==> src/qsp_pkg.sv <==
/*
  Constants for the four-channel serial card address decode and interrupt routing.
  Assumes an APB master on pclk and host I/O bus strobes already synchronous to pclk.
*/
`default_nettype none
// Operation
// In compatible mode channel 1 answers as legacy_serial_port_one and channel 2 as legacy_serial_port_two.
// In compatible mode channel 1 decodes at 03F8-03FFh and channel 2 at 02F8-02FFh regardless of bank.
// In compatible mode channel 1 interrupts go to IRQ4 and channel 2 to IRQ3 without any switch.
// In compatible mode channels 3 and 4 interrupt only on the one switch-selected request line.
// In enhanced mode no channel answers at a legacy serial-port address.
// The configurer enables exactly one switchable request line, IRQ2 by default.
// With sharing off the board drives its request line actively as a sole source.
// The bank switch places channels 3 and 4 (compatible) or all four (enhanced).
// Enhanced blocks run consecutively from 02A0h with the bank switch on, 01A0h with it off.
// The top address of channel 4's block returns the interrupt vector instead of the channel.
// At most one channel select or vector read is produced per I/O cycle.
package qsp_pkg;
  // ----------------------------------------------------------------
  // Host I/O address map
  // ----------------------------------------------------------------
  localparam int unsigned IO_AW = 10;
  localparam int unsigned BLK_AW = 7;
  localparam int unsigned NCHAN = 4;
  localparam int unsigned NLINE = 6;
  localparam logic [BLK_AW-1:0] BLK_LEGACY_ONE = 7'h7f;
  localparam logic [BLK_AW-1:0] BLK_LEGACY_TWO = 7'h5f;
  localparam logic [BLK_AW-1:0] BLK_BASE_BANK_ON = 7'h54;
  localparam logic [BLK_AW-1:0] BLK_BASE_BANK_OFF = 7'h34;
  localparam logic [1:0] CH_COMPAT_FIRST = 2'h2;
  localparam logic [1:0] CH_LAST = 2'h3;
  localparam logic [2:0] VEC_OFFSET = 3'h7;
  // Interrupt lines are indexed from IRQ2
  localparam int unsigned LINE_IRQ3 = 1;
  localparam int unsigned LINE_IRQ4 = 2;
  // ----------------------------------------------------------------
  // APB register map
  // ----------------------------------------------------------------
  localparam logic [11:0] REG_CTRL = 12'h000;
  localparam logic [11:0] REG_STATUS = 12'h004;
  localparam logic [11:0] REG_LAST = 12'h008;
  localparam logic [11:0] REG_COUNT = 12'h00c;
  localparam int unsigned CTRL_DEC_EN = 0;
  localparam int unsigned CTRL_IRQ_EN = 1;
  localparam logic [1:0] CTRL_RESET = 2'h3;
  localparam int unsigned ST_SW_LSB = 0;
  localparam int unsigned ST_IRQSW_LSB = 4;
  localparam int unsigned ST_CHIRQ_LSB = 10;
  localparam int unsigned LAST_SEL_LSB = 10;
  localparam logic [31:0] CNT_RESET = 32'h0000_0000;
  localparam logic [31:0] CNT_ONE = 32'h0000_0001;
  localparam logic [31:0] ZERO_WORD = 32'h0000_0000;
endpackage
`default_nettype wire

==> src/qsp_dec_if.sv <==
/*
  Bundle between the top and the address decoder.
  Assumes both ends sit on pclk; the decoder is purely combinational.
*/
`timescale 1ns/1ns
`default_nettype none
interface qsp_dec_if;
  logic [qsp_pkg::IO_AW-1:0] addr;
  logic compat;
  logic bank_on;
  logic active;
  logic [qsp_pkg::NCHAN-1:0] sel;
  logic vec;
  modport top (output addr, output compat, output bank_on, output active,
               input sel, input vec);
  modport dec (input addr, input compat, input bank_on, input active,
               output sel, output vec);
endinterface
`default_nettype wire

==> src/qsp_top.sv <==
/*
  Address decode and interrupt routing for a four-channel serial card, with an APB
  window for control and observation.
  Assumes host I/O strobes and switch inputs are synchronous to pclk; switch
  inputs are high when the switch is ON.
*/
`timescale 1ns/1ns
`default_nettype none
module qsp_top (
  input wire logic pclk,
  input wire logic presetn,
  input wire logic psel,
  input wire logic penable,
  input wire logic pwrite,
  input wire logic [11:0] paddr,
  input wire logic [31:0] pwdata,
  input wire logic [3:0] pstrb,
  output logic [31:0] prdata,
  output logic pready,
  output logic pslverr,
  input wire logic [qsp_pkg::IO_AW-1:0] io_addr,
  input wire logic io_rd_n,
  input wire logic io_wr_n,
  input wire logic io_aen,
  input wire logic mode_select_switch,
  input wire logic address_bank_switch,
  input wire logic interrupt_share_switch,
  input wire logic reserved_switch,
  input wire logic [qsp_pkg::NLINE-1:0] irq_enable_switch,
  input wire logic [qsp_pkg::NCHAN-1:0] chan_irq,
  output logic [qsp_pkg::NCHAN-1:0] chan_sel,
  output logic vector_rd,
  output logic [7:0] io_data_o,
  output logic io_data_oe,
  output logic [qsp_pkg::NLINE-1:0] irq_line_o,
  output logic [qsp_pkg::NLINE-1:0] irq_line_oe
);
  // ----------------------------------------------------------------
  // Declarations
  // ----------------------------------------------------------------
  qsp_dec_if dif ();
  logic [1:0] ctrl_q;
  logic [31:0] prdata_q;
  logic pready_q;
  logic pslverr_q;
  logic [qsp_pkg::NCHAN-1:0] sel_q;
  logic vec_q;
  logic [7:0] vdata_q;
  logic vdata_oe_q;
  logic [qsp_pkg::NLINE-1:0] line_q;
  logic [qsp_pkg::NLINE-1:0] line_oe_q;
  logic [qsp_pkg::NLINE-1:0] line_req;
  logic [qsp_pkg::NLINE-1:0] line_drive;
  logic [qsp_pkg::IO_AW-1:0] last_addr_q;
  logic [qsp_pkg::NCHAN:0] last_sel_q;
  logic [31:0] count_q;
  logic [31:0] count_d;
  logic io_cycle;
  logic group_irq;
  logic apb_acc;
  logic apb_wr;
  logic apb_rd;
  logic addr_ok;
  logic hit;
  logic [31:0] rd_word;

  // ----------------------------------------------------------------
  // Address decode
  // ----------------------------------------------------------------
  // A bus cycle is a read or write strobe with no DMA address in control
  assign io_cycle = (!io_rd_n || !io_wr_n) && !io_aen;
  assign dif.addr = io_addr;
  assign dif.compat = mode_select_switch;
  assign dif.bank_on = address_bank_switch;
  assign dif.active = io_cycle && ctrl_q[qsp_pkg::CTRL_DEC_EN];

  qsp_addr_decode u_dec (
    .d(dif.dec)
  );

  assign hit = (|dif.sel) || dif.vec;

  always_ff @(posedge pclk or negedge presetn) begin
    if (!presetn) begin
      sel_q <= '0;
      vec_q <= 1'b0;
    end else begin
      sel_q <= dif.sel;
      vec_q <= dif.vec && !io_rd_n;
    end
  end

  // ----------------------------------------------------------------
  // Interrupt vector byte
  // ----------------------------------------------------------------
  // Low nibble shows which channels are requesting; the host polls it
  // to find the source once the shared line fires.
  always_ff @(posedge pclk or negedge presetn) begin
    if (!presetn) begin
      vdata_q <= 8'h00;
      vdata_oe_q <= 1'b0;
    end else begin
      vdata_q <= {4'h0, chan_irq};
      vdata_oe_q <= dif.vec && !io_rd_n;
    end
  end

  // ----------------------------------------------------------------
  // Interrupt routing
  // ----------------------------------------------------------------
  // In compatible mode the first two channels have fixed lines, so only
  // the upper pair reaches the switch-selected line.
  assign group_irq = mode_select_switch ? (chan_irq[2] || chan_irq[3]) : (|chan_irq);

  genvar gi;
  generate
    for (gi = 0; gi < qsp_pkg::NLINE; gi = gi + 1) begin : g_line
      logic fixed_en;
      logic fixed_req;
      if (gi == qsp_pkg::LINE_IRQ4) begin : g_irq4
        assign fixed_en = mode_select_switch;
        assign fixed_req = mode_select_switch && chan_irq[0];
      end else if (gi == qsp_pkg::LINE_IRQ3) begin : g_irq3
        assign fixed_en = mode_select_switch;
        assign fixed_req = mode_select_switch && chan_irq[1];
      end else begin : g_none
        assign fixed_en = 1'b0;
        assign fixed_req = 1'b0;
      end
      assign line_req[gi] = ctrl_q[qsp_pkg::CTRL_IRQ_EN] &&
                            (fixed_req || (irq_enable_switch[gi] && group_irq));
      assign line_drive[gi] = fixed_en || irq_enable_switch[gi];
    end
  endgenerate

  // Switch ON means sharing is off: the enabled line is driven both ways.
  // With sharing on, the board only drives while requesting so another
  // board can drive the same line.
  always_ff @(posedge pclk or negedge presetn) begin
    if (!presetn) begin
      line_q <= '0;
      line_oe_q <= '0;
    end else if (interrupt_share_switch) begin
      line_q <= line_req;
      line_oe_q <= line_drive;
    end else begin
      line_q <= line_req;
      line_oe_q <= line_req;
    end
  end

  // ----------------------------------------------------------------
  // Decode history
  // ----------------------------------------------------------------
  always_ff @(posedge pclk or negedge presetn) begin
    if (!presetn) begin
      last_addr_q <= '0;
      last_sel_q <= '0;
    end else if (hit) begin
      last_addr_q <= io_addr;
      last_sel_q <= {dif.vec, dif.sel};
    end
  end

  // A decode in the same cycle as a software clear still counts
  always_comb begin
    count_d = count_q;
    if (apb_wr && paddr == qsp_pkg::REG_COUNT) begin
      count_d = qsp_pkg::CNT_RESET;
    end
    if (hit && !(vec_q || |sel_q)) begin
      count_d = count_d + qsp_pkg::CNT_ONE;
    end
  end

  always_ff @(posedge pclk or negedge presetn) begin
    if (!presetn) begin
      count_q <= qsp_pkg::CNT_RESET;
    end else begin
      count_q <= count_d;
    end
  end

  // ----------------------------------------------------------------
  // APB slave
  // ----------------------------------------------------------------
  // One wait state: pready is registered so every output stays a flop.
  assign apb_acc = psel && penable && !pready_q;
  // Writes land on the edge that completes the transfer, with pready seen high
  assign apb_wr = psel && penable && pready_q && pwrite;
  assign apb_rd = apb_acc && !pwrite;
  assign addr_ok = (paddr == qsp_pkg::REG_CTRL) || (paddr == qsp_pkg::REG_STATUS) ||
                   (paddr == qsp_pkg::REG_LAST) || (paddr == qsp_pkg::REG_COUNT);

  always_comb begin
    rd_word = qsp_pkg::ZERO_WORD;
    case (paddr)
      qsp_pkg::REG_CTRL: begin
        rd_word[1:0] = ctrl_q;
      end
      qsp_pkg::REG_STATUS: begin
        rd_word[qsp_pkg::ST_SW_LSB +: 4] = {reserved_switch, interrupt_share_switch,
                                             address_bank_switch, mode_select_switch};
        rd_word[qsp_pkg::ST_IRQSW_LSB +: qsp_pkg::NLINE] = irq_enable_switch;
        rd_word[qsp_pkg::ST_CHIRQ_LSB +: qsp_pkg::NCHAN] = chan_irq;
      end
      qsp_pkg::REG_LAST: begin
        rd_word[qsp_pkg::IO_AW-1:0] = last_addr_q;
        rd_word[qsp_pkg::LAST_SEL_LSB +: qsp_pkg::NCHAN+1] = last_sel_q;
      end
      qsp_pkg::REG_COUNT: begin
        rd_word = count_q;
      end
      default: begin
        rd_word = qsp_pkg::ZERO_WORD;
      end
    endcase
  end

  always_ff @(posedge pclk or negedge presetn) begin
    if (!presetn) begin
      ctrl_q <= qsp_pkg::CTRL_RESET;
    end else if (apb_wr && paddr == qsp_pkg::REG_CTRL && pstrb[0]) begin
      ctrl_q <= pwdata[1:0];
    end
  end

  always_ff @(posedge pclk or negedge presetn) begin
    if (!presetn) begin
      pready_q <= 1'b0;
      pslverr_q <= 1'b0;
      prdata_q <= qsp_pkg::ZERO_WORD;
    end else begin
      pready_q <= apb_acc;
      pslverr_q <= apb_acc && !addr_ok;
      prdata_q <= apb_rd ? rd_word : qsp_pkg::ZERO_WORD;
    end
  end

  // ----------------------------------------------------------------
  // Outputs
  // ----------------------------------------------------------------
  assign prdata = prdata_q;
  assign pready = pready_q;
  assign pslverr = pslverr_q;
  assign chan_sel = sel_q;
  assign vector_rd = vec_q;
  assign io_data_o = vdata_q;
  assign io_data_oe = vdata_oe_q;
  assign irq_line_o = line_q;
  assign irq_line_oe = line_oe_q;
endmodule // qsp_top
`default_nettype wire

==> src/qsp_addr_decode.sv <==
/*
  Combinational address decoder for the four channels and the vector byte.
  Assumes address and switches are stable during the I/O cycle.
*/
`timescale 1ns/1ns
`default_nettype none
module qsp_addr_decode (
  qsp_dec_if.dec d
);
  logic [qsp_pkg::BLK_AW-1:0] blk;
  logic [qsp_pkg::BLK_AW-1:0] base;
  logic [qsp_pkg::BLK_AW-1:0] rel;
  logic in_bank;
  logic top_byte;

  assign blk = d.addr[qsp_pkg::IO_AW-1:3];
  assign base = d.bank_on ? qsp_pkg::BLK_BASE_BANK_ON : qsp_pkg::BLK_BASE_BANK_OFF;
  assign rel = blk - base;
  assign in_bank = (rel < qsp_pkg::BLK_AW'(qsp_pkg::NCHAN));
  assign top_byte = (d.addr[2:0] == qsp_pkg::VEC_OFFSET);

  // ----------------------------------------------------------------
  // Channel selects, one-hot by construction
  // ----------------------------------------------------------------
  always_comb begin
    d.sel = '0;
    d.vec = 1'b0;
    if (d.active) begin
      if (d.compat && blk == qsp_pkg::BLK_LEGACY_ONE) begin
        d.sel[0] = 1'b1;
      end else if (d.compat && blk == qsp_pkg::BLK_LEGACY_TWO) begin
        d.sel[1] = 1'b1;
      end else if (in_bank && (!d.compat || rel[1:0] >= qsp_pkg::CH_COMPAT_FIRST)) begin
        if (rel[1:0] == qsp_pkg::CH_LAST && top_byte) begin
          d.vec = 1'b1;
        end else begin
          d.sel[rel[1:0]] = 1'b1;
        end
      end
    end
  end
endmodule // qsp_addr_decode
`default_nettype wire

==> config.mk <==
export PLATFORM = sky130hd
export DESIGN_NAME = qsp_top
export DESIGN_NICKNAME = d
export VERILOG_FILES = /design/src/qsp_pkg.sv /design/src/qsp_dec_if.sv /design/src/qsp_top.sv /design/src/qsp_addr_decode.sv
export SDC_FILE = /design/constraint.sdc
export NUM_CORES = 1
export LEC_CHECK = 0
export ABC_AREA = 1
export BUFFER_PORTS_ARGS = -buffer_cell sky130_fd_sc_hd__buf_2
export CAP_MARGIN = 20
export CORE_MARGIN = 1.5
export CORE_UTILIZATION = 53
export DETAILED_ROUTE_END_ITERATION = 7
export PLACE_DENSITY_LB_ADDON = 0.08
export SYNTH_ARGS = -nofsm -noshare
export SYNTH_HDL_FRONTEND = slang
export SYNTH_HIERARCHICAL = 1
export SYNTH_SLANG_ARGS = --single-unit
==> constraint.sdc <==
create_clock -name pclk -period 2.63 [get_ports pclk]
set_input_delay 0.263 -clock pclk [delete_from_list [all_inputs] [get_ports pclk]]
set_output_delay 0.263 -clock pclk [all_outputs]
set_load 0.03 [all_outputs]
# Yosys cells after proc, flatten, opt, wreduce, memory -nomap -nowiden
# Cells that the tools add are included.
dict set report op_classes {
  addsub 2
  eq_ne 7
  bitwise 0
  div_mod_pow 0
  reduce_logical 56
  n_mul 0
  n_shift 0
  n_lt_le_gt_ge 4
  mux 25
}
# cell count
set ops {}
lappend ops {{32-bit two-way mux} 3}
lappend ops {{12-bit case mux with 3 select lines} 1}
lappend ops {{32-bit by 1-bit adder with 32-bit output, second input constant} 1}
lappend ops {{1-bit logical AND} 32}
lappend ops {{12-bit by 4-bit equality test with 1-bit output, second input constant} 2}
lappend ops {{17-bit two-way mux} 1}
lappend ops {{7-bit equality test, second input constant} 2}
lappend ops {{12-bit by 3-bit equality test with 1-bit output, second input constant} 1}
lappend ops {{12-bit logical NOT} 1}
lappend ops {{1-bit logical OR} 12}
lappend ops {{4-bit two-way mux} 3}
lappend ops {{4-bit OR reduction} 3}
lappend ops {{1-bit two-way mux} 10}
lappend ops {{1-bit logical NOT} 8}
lappend ops {{2-bit case mux with 4 select lines} 1}
lappend ops {{7-bit by 3-bit < comparator with 1-bit output, second input constant} 1}
lappend ops {{7-bit two-way mux} 1}
lappend ops {{7-bit subtractor} 1}
lappend ops {{6-bit two-way mux} 1}
lappend ops {{3-bit equality test, second input constant} 1}
lappend ops {{2-bit by 3-bit < comparator with 1-bit output, second input constant} 1}
lappend ops {{3-bit two-way mux} 1}
lappend ops {{1-bit demux with 2-bit select} 1}
lappend ops {{2-bit equality test, second input constant} 1}
lappend ops {{other kinds (4)} 4}
dict set report totals {
  regBits 104
  word_cells 106
  rom_bits 0
  out_inout_bits 60
  latchBits 0
  n_memories 0
  input_bits 80
  ram_bits 0
}

# Longest topological paths before layout
dict set report logic_depth {
  depth_word 15
  ltp_mapped 23
  depth_no_buf 23
}

# Hierarchy
# The synthesis kept the hierarchy.
# module cells_each area_per_inst_um2 n_inst
set by_module_without_submodules {}
lappend by_module_without_submodules {qsp_top 567 4843.4 1}
lappend by_module_without_submodules {qsp_addr_decode 52 284.0 1}

# Least setup slack after synthesis
# OpenSTA, ideal clock, no wires.
dict set report synth_path {
  path_kind {input port to flip-flop}
  start {in io_addr[8] (netlist bit)}
  end {reg count_q[18]}
  setup_time_ns 0.122
  slack_ns 0.135
  t_required_ns 2.508
  path_stages 18
  arrival_time_ns 2.374
  path_cell_list {ha_1 > nor2_1 > nand2_1 > a21oi_4 > nand2_2 > clkinv_1 > nand2_2 > nor2_1 > nor2_1 > nand3_1 > inv_2 > nor2_1 > inv_1 > nor2_1 > nand2_1 > nor2_2 > nand2_2 > xor2_2}
}
dict set report synth_via {
  elab_chain_len 11
}
# item line_no
set synth_lines {}
lappend synth_lines {{from (decl)} qsp_top.sv:21} ;# input wire logic [qsp_pkg::IO_AW-1:0] io_addr,
lappend synth_lines {{7-bit subtractor} qsp_addr_decode.sv:18} ;# assign rel = blk - base;
lappend synth_lines {{7-bit by 3-bit < comparator with 1-bit output} qsp_addr_decode.sv:19} ;# assign in_bank = (rel < qsp_pkg::BLK_AW'(qsp_pkg::NCHAN));
lappend synth_lines {{1-bit logical AND} qsp_addr_decode.sv:33} ;# end else if (in_bank && (!d.compat || rel[1:0] >= qsp_pkg::CH_COMPAT_FIRST)) begin
lappend synth_lines {{4-bit two-way mux} qsp_addr_decode.sv:33}
lappend synth_lines {{2-bit two-way mux} qsp_addr_decode.sv:31} ;# end else if (d.compat && blk == qsp_pkg::BLK_LEGACY_TWO) begin
lappend synth_lines {{3-bit two-way mux *} qsp_addr_decode.sv:29} ;# if (d.compat && blk == qsp_pkg::BLK_LEGACY_ONE) begin
lappend synth_lines {{4-bit two-way mux *} qsp_addr_decode.sv:28} ;# if (d.active) begin
lappend synth_lines {{named net dif.sel (one bit)} qsp_dec_if.sv:12} ;# logic [qsp_pkg::NCHAN-1:0] sel;
lappend synth_lines {{4-bit OR reduction *} qsp_top.sv:81} ;# assign hit = (|dif.sel) || dif.vec;
lappend synth_lines {{1-bit logical OR *} qsp_top.sv:81}
lappend synth_lines {{1-bit logical AND *} qsp_top.sv:171} ;# if (hit && !(vec_q || |sel_q)) begin
lappend synth_lines {{32-bit two-way mux *} qsp_top.sv:171}
lappend synth_lines {{named net count_d[18]} qsp_top.sv:57} ;# logic [31:0] count_d;
lappend synth_lines {{to (signal assigned)} qsp_top.sv:178} ;# count_q <= qsp_pkg::CNT_RESET;
lappend synth_lines {{to (signal assigned)} qsp_top.sv:180} ;# count_q <= count_d;
lappend synth_lines {{to (decl)} qsp_top.sv:56} ;# logic [31:0] count_q;
# Mark *: on every way through the listed nets, which the timed path passes. The rest lies on a longest branch.
# A chain may end at the register's enable or synchronous reset.

# Worst setup path after layout
dict set report layout_path {
  start {reg ctrl_q[0]}
  end {reg count_q[30]}
}
# item line_no
set layout_lines {}
lappend layout_lines {{from (decl)} qsp_top.sv:42} ;# logic [1:0] ctrl_q;
lappend layout_lines {{from (signal assigned)} qsp_top.sv:222} ;# ctrl_q <= qsp_pkg::CTRL_RESET;
lappend layout_lines {{from (signal assigned)} qsp_top.sv:224} ;# ctrl_q <= pwdata[1:0];
lappend layout_lines {{1-bit logical AND} qsp_top.sv:75} ;# assign dif.active = io_cycle && ctrl_q[qsp_pkg::CTRL_DEC_EN];
lappend layout_lines {{named net dif.active} qsp_dec_if.sv:11} ;# logic active;
lappend layout_lines {{1-bit two-way mux} qsp_addr_decode.sv:28}
lappend layout_lines {{named net dif.vec} qsp_dec_if.sv:13} ;# logic vec;
lappend layout_lines {{1-bit logical OR} qsp_top.sv:81}
lappend layout_lines {{1-bit logical AND} qsp_top.sv:171}
lappend layout_lines {{32-bit two-way mux} qsp_top.sv:171}
lappend layout_lines {{named net count_d[30]} qsp_top.sv:57}
# The timed path passes the listed nets, and every way through them passes these cells.

==> flow_summary.json <==
{
  "finish.instance_area_um2": 6180,
  "ioPinCount": 140,
  "crit_path_end_kind": "flop",
  "dp_hpwl_um": 9230,
  "setup_ws_ns": 0.204,
  "grt_pass1_wl_um": 20100,
  "min-delay-path-class": "in2reg",
  "crit_chain": "nand2_1 > nor2_2 > nand2_1 > nor2_2 > nand2_2 > nor2_1 > inv_1 > nand3_1 > inv_2 > nor2_4 > buf_6 > nand3_1 > nand3b_1 > nor2_2 > nand3_1 > nand2_1 > nand2_1",
  "relSlewSlack_pct": 58.6,
  "drt_first_pass_iters": 5,
  "cts_tree": "yes",
  "ant_nets": 0,
  "synth_seq_area_share_pct": 50.8,
  "hold_start": "chan_irq[0]",
  "path_delay_family": "simple AND/OR/NAND/NOR gates",
  "synth-seq-cells": 104,
  "htree_levels": 3,
  "mostFrequentLayoutCells": "154 x nand2_1, 102 x dfrtp_1, 101 x buf_2",
  "grt_pass1_vias": 4132,
  "clock_latency_ns": 0.37,
  "finalNetCount": 830,
  "fin_worst_skew_ns": 0.00915,
  "die_h_um": 101,
  "synthCells": 619,
  "antennaDiodeCount": 0,
  "hold_viol": 0,
  "period_share_pct": 92.3,
  "rsz0062_at_grt": "true",
  "fmax_mhz": 412,
  "ys_types": 38,
  "crit_arrival_ns": 2.70,
  "gp_congestion": 0.989,
  "maxCapViolations": 0,
  "coreArea_um2": 9330,
  "critPathKind": "reg2reg",
  "grt_max_degree": 58,
  "synth_area_um2": 5130,
  "required_ns": 2.90,
  "drt_first_iter_violations": 289,
  "power_mw": 2.86,
  "portBuffers": 102,
  "path_common_cell": "nand2_1",
  "crit-reg2reg-launch": "ctrl_q[0]$_DFFE_PN1P_",
  "clockBufferDepth": 2,
  "maxSlewViolCount": 0,
  "path_clk_slew_ns": 0.09,
  "drive_above_1_share_pct": 26.1,
  "dp_slack_ns": -0.125,
  "syn_avg_cell_area_um2": 8.28,
  "rows": 35,
  "syn_to_final_growth_pct": 20.6,
  "grt-ovfl-total": 0,
  "setup_viol": 0,
  "power_density_nw_per_um2": 463,
  "cts.sinks": 104,
  "avgViaCountPerCell": 5.04,
  "start_kind": "flop",
  "layout.cells.most_common": "nand2_1",
  "wl_per_cell_um": 13.9,
  "crit_slowest_cell": "dfstp_2",
  "min_period_ns": 2.43,
  "cp-startpoint": "ctrl_q[0]$_DFFE_PN1P_",
  "cts-root-buf": "clkbuf_8",
  "drc": 0,
  "peakVddDrop_v": 0.000336,
  "synth_warnings": 6,
  "routed-via-count": 4435,
  "post-route-util_pct": 66.3,
  "antenna_found_initial": 0,
  "setup_tns_ns": 0,
  "worst_pin_slew_ns": 0.621,
  "cp_max_fo": 8,
  "grt_use_total_pct": 25.2,
  "crit_buf_inv": 3,
  "place_area_um2": 5930,
  "dieWidth_um": 101,
  "status": "completed",
  "leakagePower_nw": 3.18,
  "cts_buffers": 9,
  "slowest_delay_ns": 0.60,
  "initial_core_util_pct": 55.0,
  "dieArea_um2": 10300,
  "wl_um": 12200
}
area by class of cell:
class                   count  area, um^2
clock buffers              12         135
clock inverters             4        70.1
fillers                   834        3140
inverters                  82         308
multi-input cells         417        2150
flip-flops and latches    104        2610
well taps                 129         161
repair buffers            132         757
registers in the layout, indices dropped and copies added, names as in the netlist:
name,count
chan_sel,4
count_q,32
io_data_oe,1
irq_line_oe,6
prdata,32
irq_line_o,6
pready,1
pslverr,1
ctrl_q,2
last_addr_q,10
last_sel_q,5
io_data_o,4
path summary, 6_finish.rpt:
check | to | slack (ns) | cells past startpoint
max | count_q[30]$_DFF_PN0_ | 0.20 | 17
min | io_data_o[0]$_DFF_PN0_ | 0.03 | 1
max reg2reg | count_q[30]$_DFF_PN0_ | 0.20 | 17
min reg2reg | pslverr$_DFF_PN0_ | 0.49 | 1
max in group asynchronous | chan_sel[1]$_DFF_PN0_ | 1.46 | 3
min in group asynchronous | irq_line_oe[5]$_DFF_PN0_ | 0.44 | 2
cells in the mapped netlist, drive strengths merged:
cell / n / area [um^2]
mux2: 2 / 22.5
a31oi: 4 / 25.0
nor3: 21 / 105
dfstp: 2 / 52.6
inv: 81 / 304
buf: 12 / 82.6
ha: 4 / 50.1
and3: 1 / 6.26
dfrtp: 102 / 2550
nand3b: 4 / 30.0
conb: 1 / 3.75
nand2: 164 / 641
nand3: 57 / 323
nor2: 79 / 349
clkbuf: 7 / 26.3
nor3b: 10 / 75.1
clkinv: 1 / 3.75
a21o: 4 / 30.0
a21oi: 17 / 96.4
o21ai: 5 / 25.0
o22ai: 8 / 50.1
xor2: 13 / 121
nand4: 6 / 37.5
and2: 1 / 6.26
o21bai: 4 / 30.0
xnor2: 7 / 61.3
o2111ai: 2 / 17.5
worst register-to-register path, cell delays in order (launching register included):
cell	delay, ns
dfstp_2	0.60
nand2_1	0.08
nor2_2	0.10
nand2_1	0.11
nor2_2	0.13
nand2_2	0.06
nor2_1	0.11
inv_1	0.06
nand3_1	0.11
inv_2	0.06
nor2_4	0.12
buf_6	0.14
nand3_1	0.11
nand3b_1	0.21
nor2_2	0.12
nand3_1	0.08
nand2_1	0.06
nand2_1	0.05
routing by layer:
layer / GRT usage (%) / vias to the layer above / share of wire [%]
li1: - / 2202 / -
met1: 37.9 / 2065 / 48
met2: 38.2 / 150 / 44
met3: 4.83 / 18 / 5.6
met4: 5.88 / 0 / 1.5
met5: 0 / - / 0
where the power goes:
group          switching, mW  internal [mW]  leakage, nW
clock                  0.524          0.535        0.104
sequential           0.00243           1.61         1.42
combinational          0.131         0.0606         1.66
logic make-up (layout without fill, tap and decap cells):
group                      after synthesis  count (layout)  synth area share (%)
AOI/OAI and AO/OA                       44              44                  5.34
muxes                                    2               2                 0.439
buffers and inverters                  101             230                  8.13
other                                    1               4                0.0731
DFF                                    104             104                  50.8
and+or+nand+nor                        343             343                  30.7
adders and majority gates                4               4                 0.976
xor gates and xnor gates                20              20                  3.56
per-stage QoR:
step                cells  hold WS [ns]
floorplan             622       -0.0326
global placement      862         0.314
detailed placement    862         0.321
CTS                   879        0.0177
global route          880        0.0151
finish                880        0.0267
repair_timing:
action	4_1_cts	5_1_grt
setup buffers	0	1
hold buffers	1	0
endpoints found under the hold margin	45	0
setup endpoints to repair	0	23
gates resized for setup	0	12
Note: power is estimated with default switching activity, not from simulation.
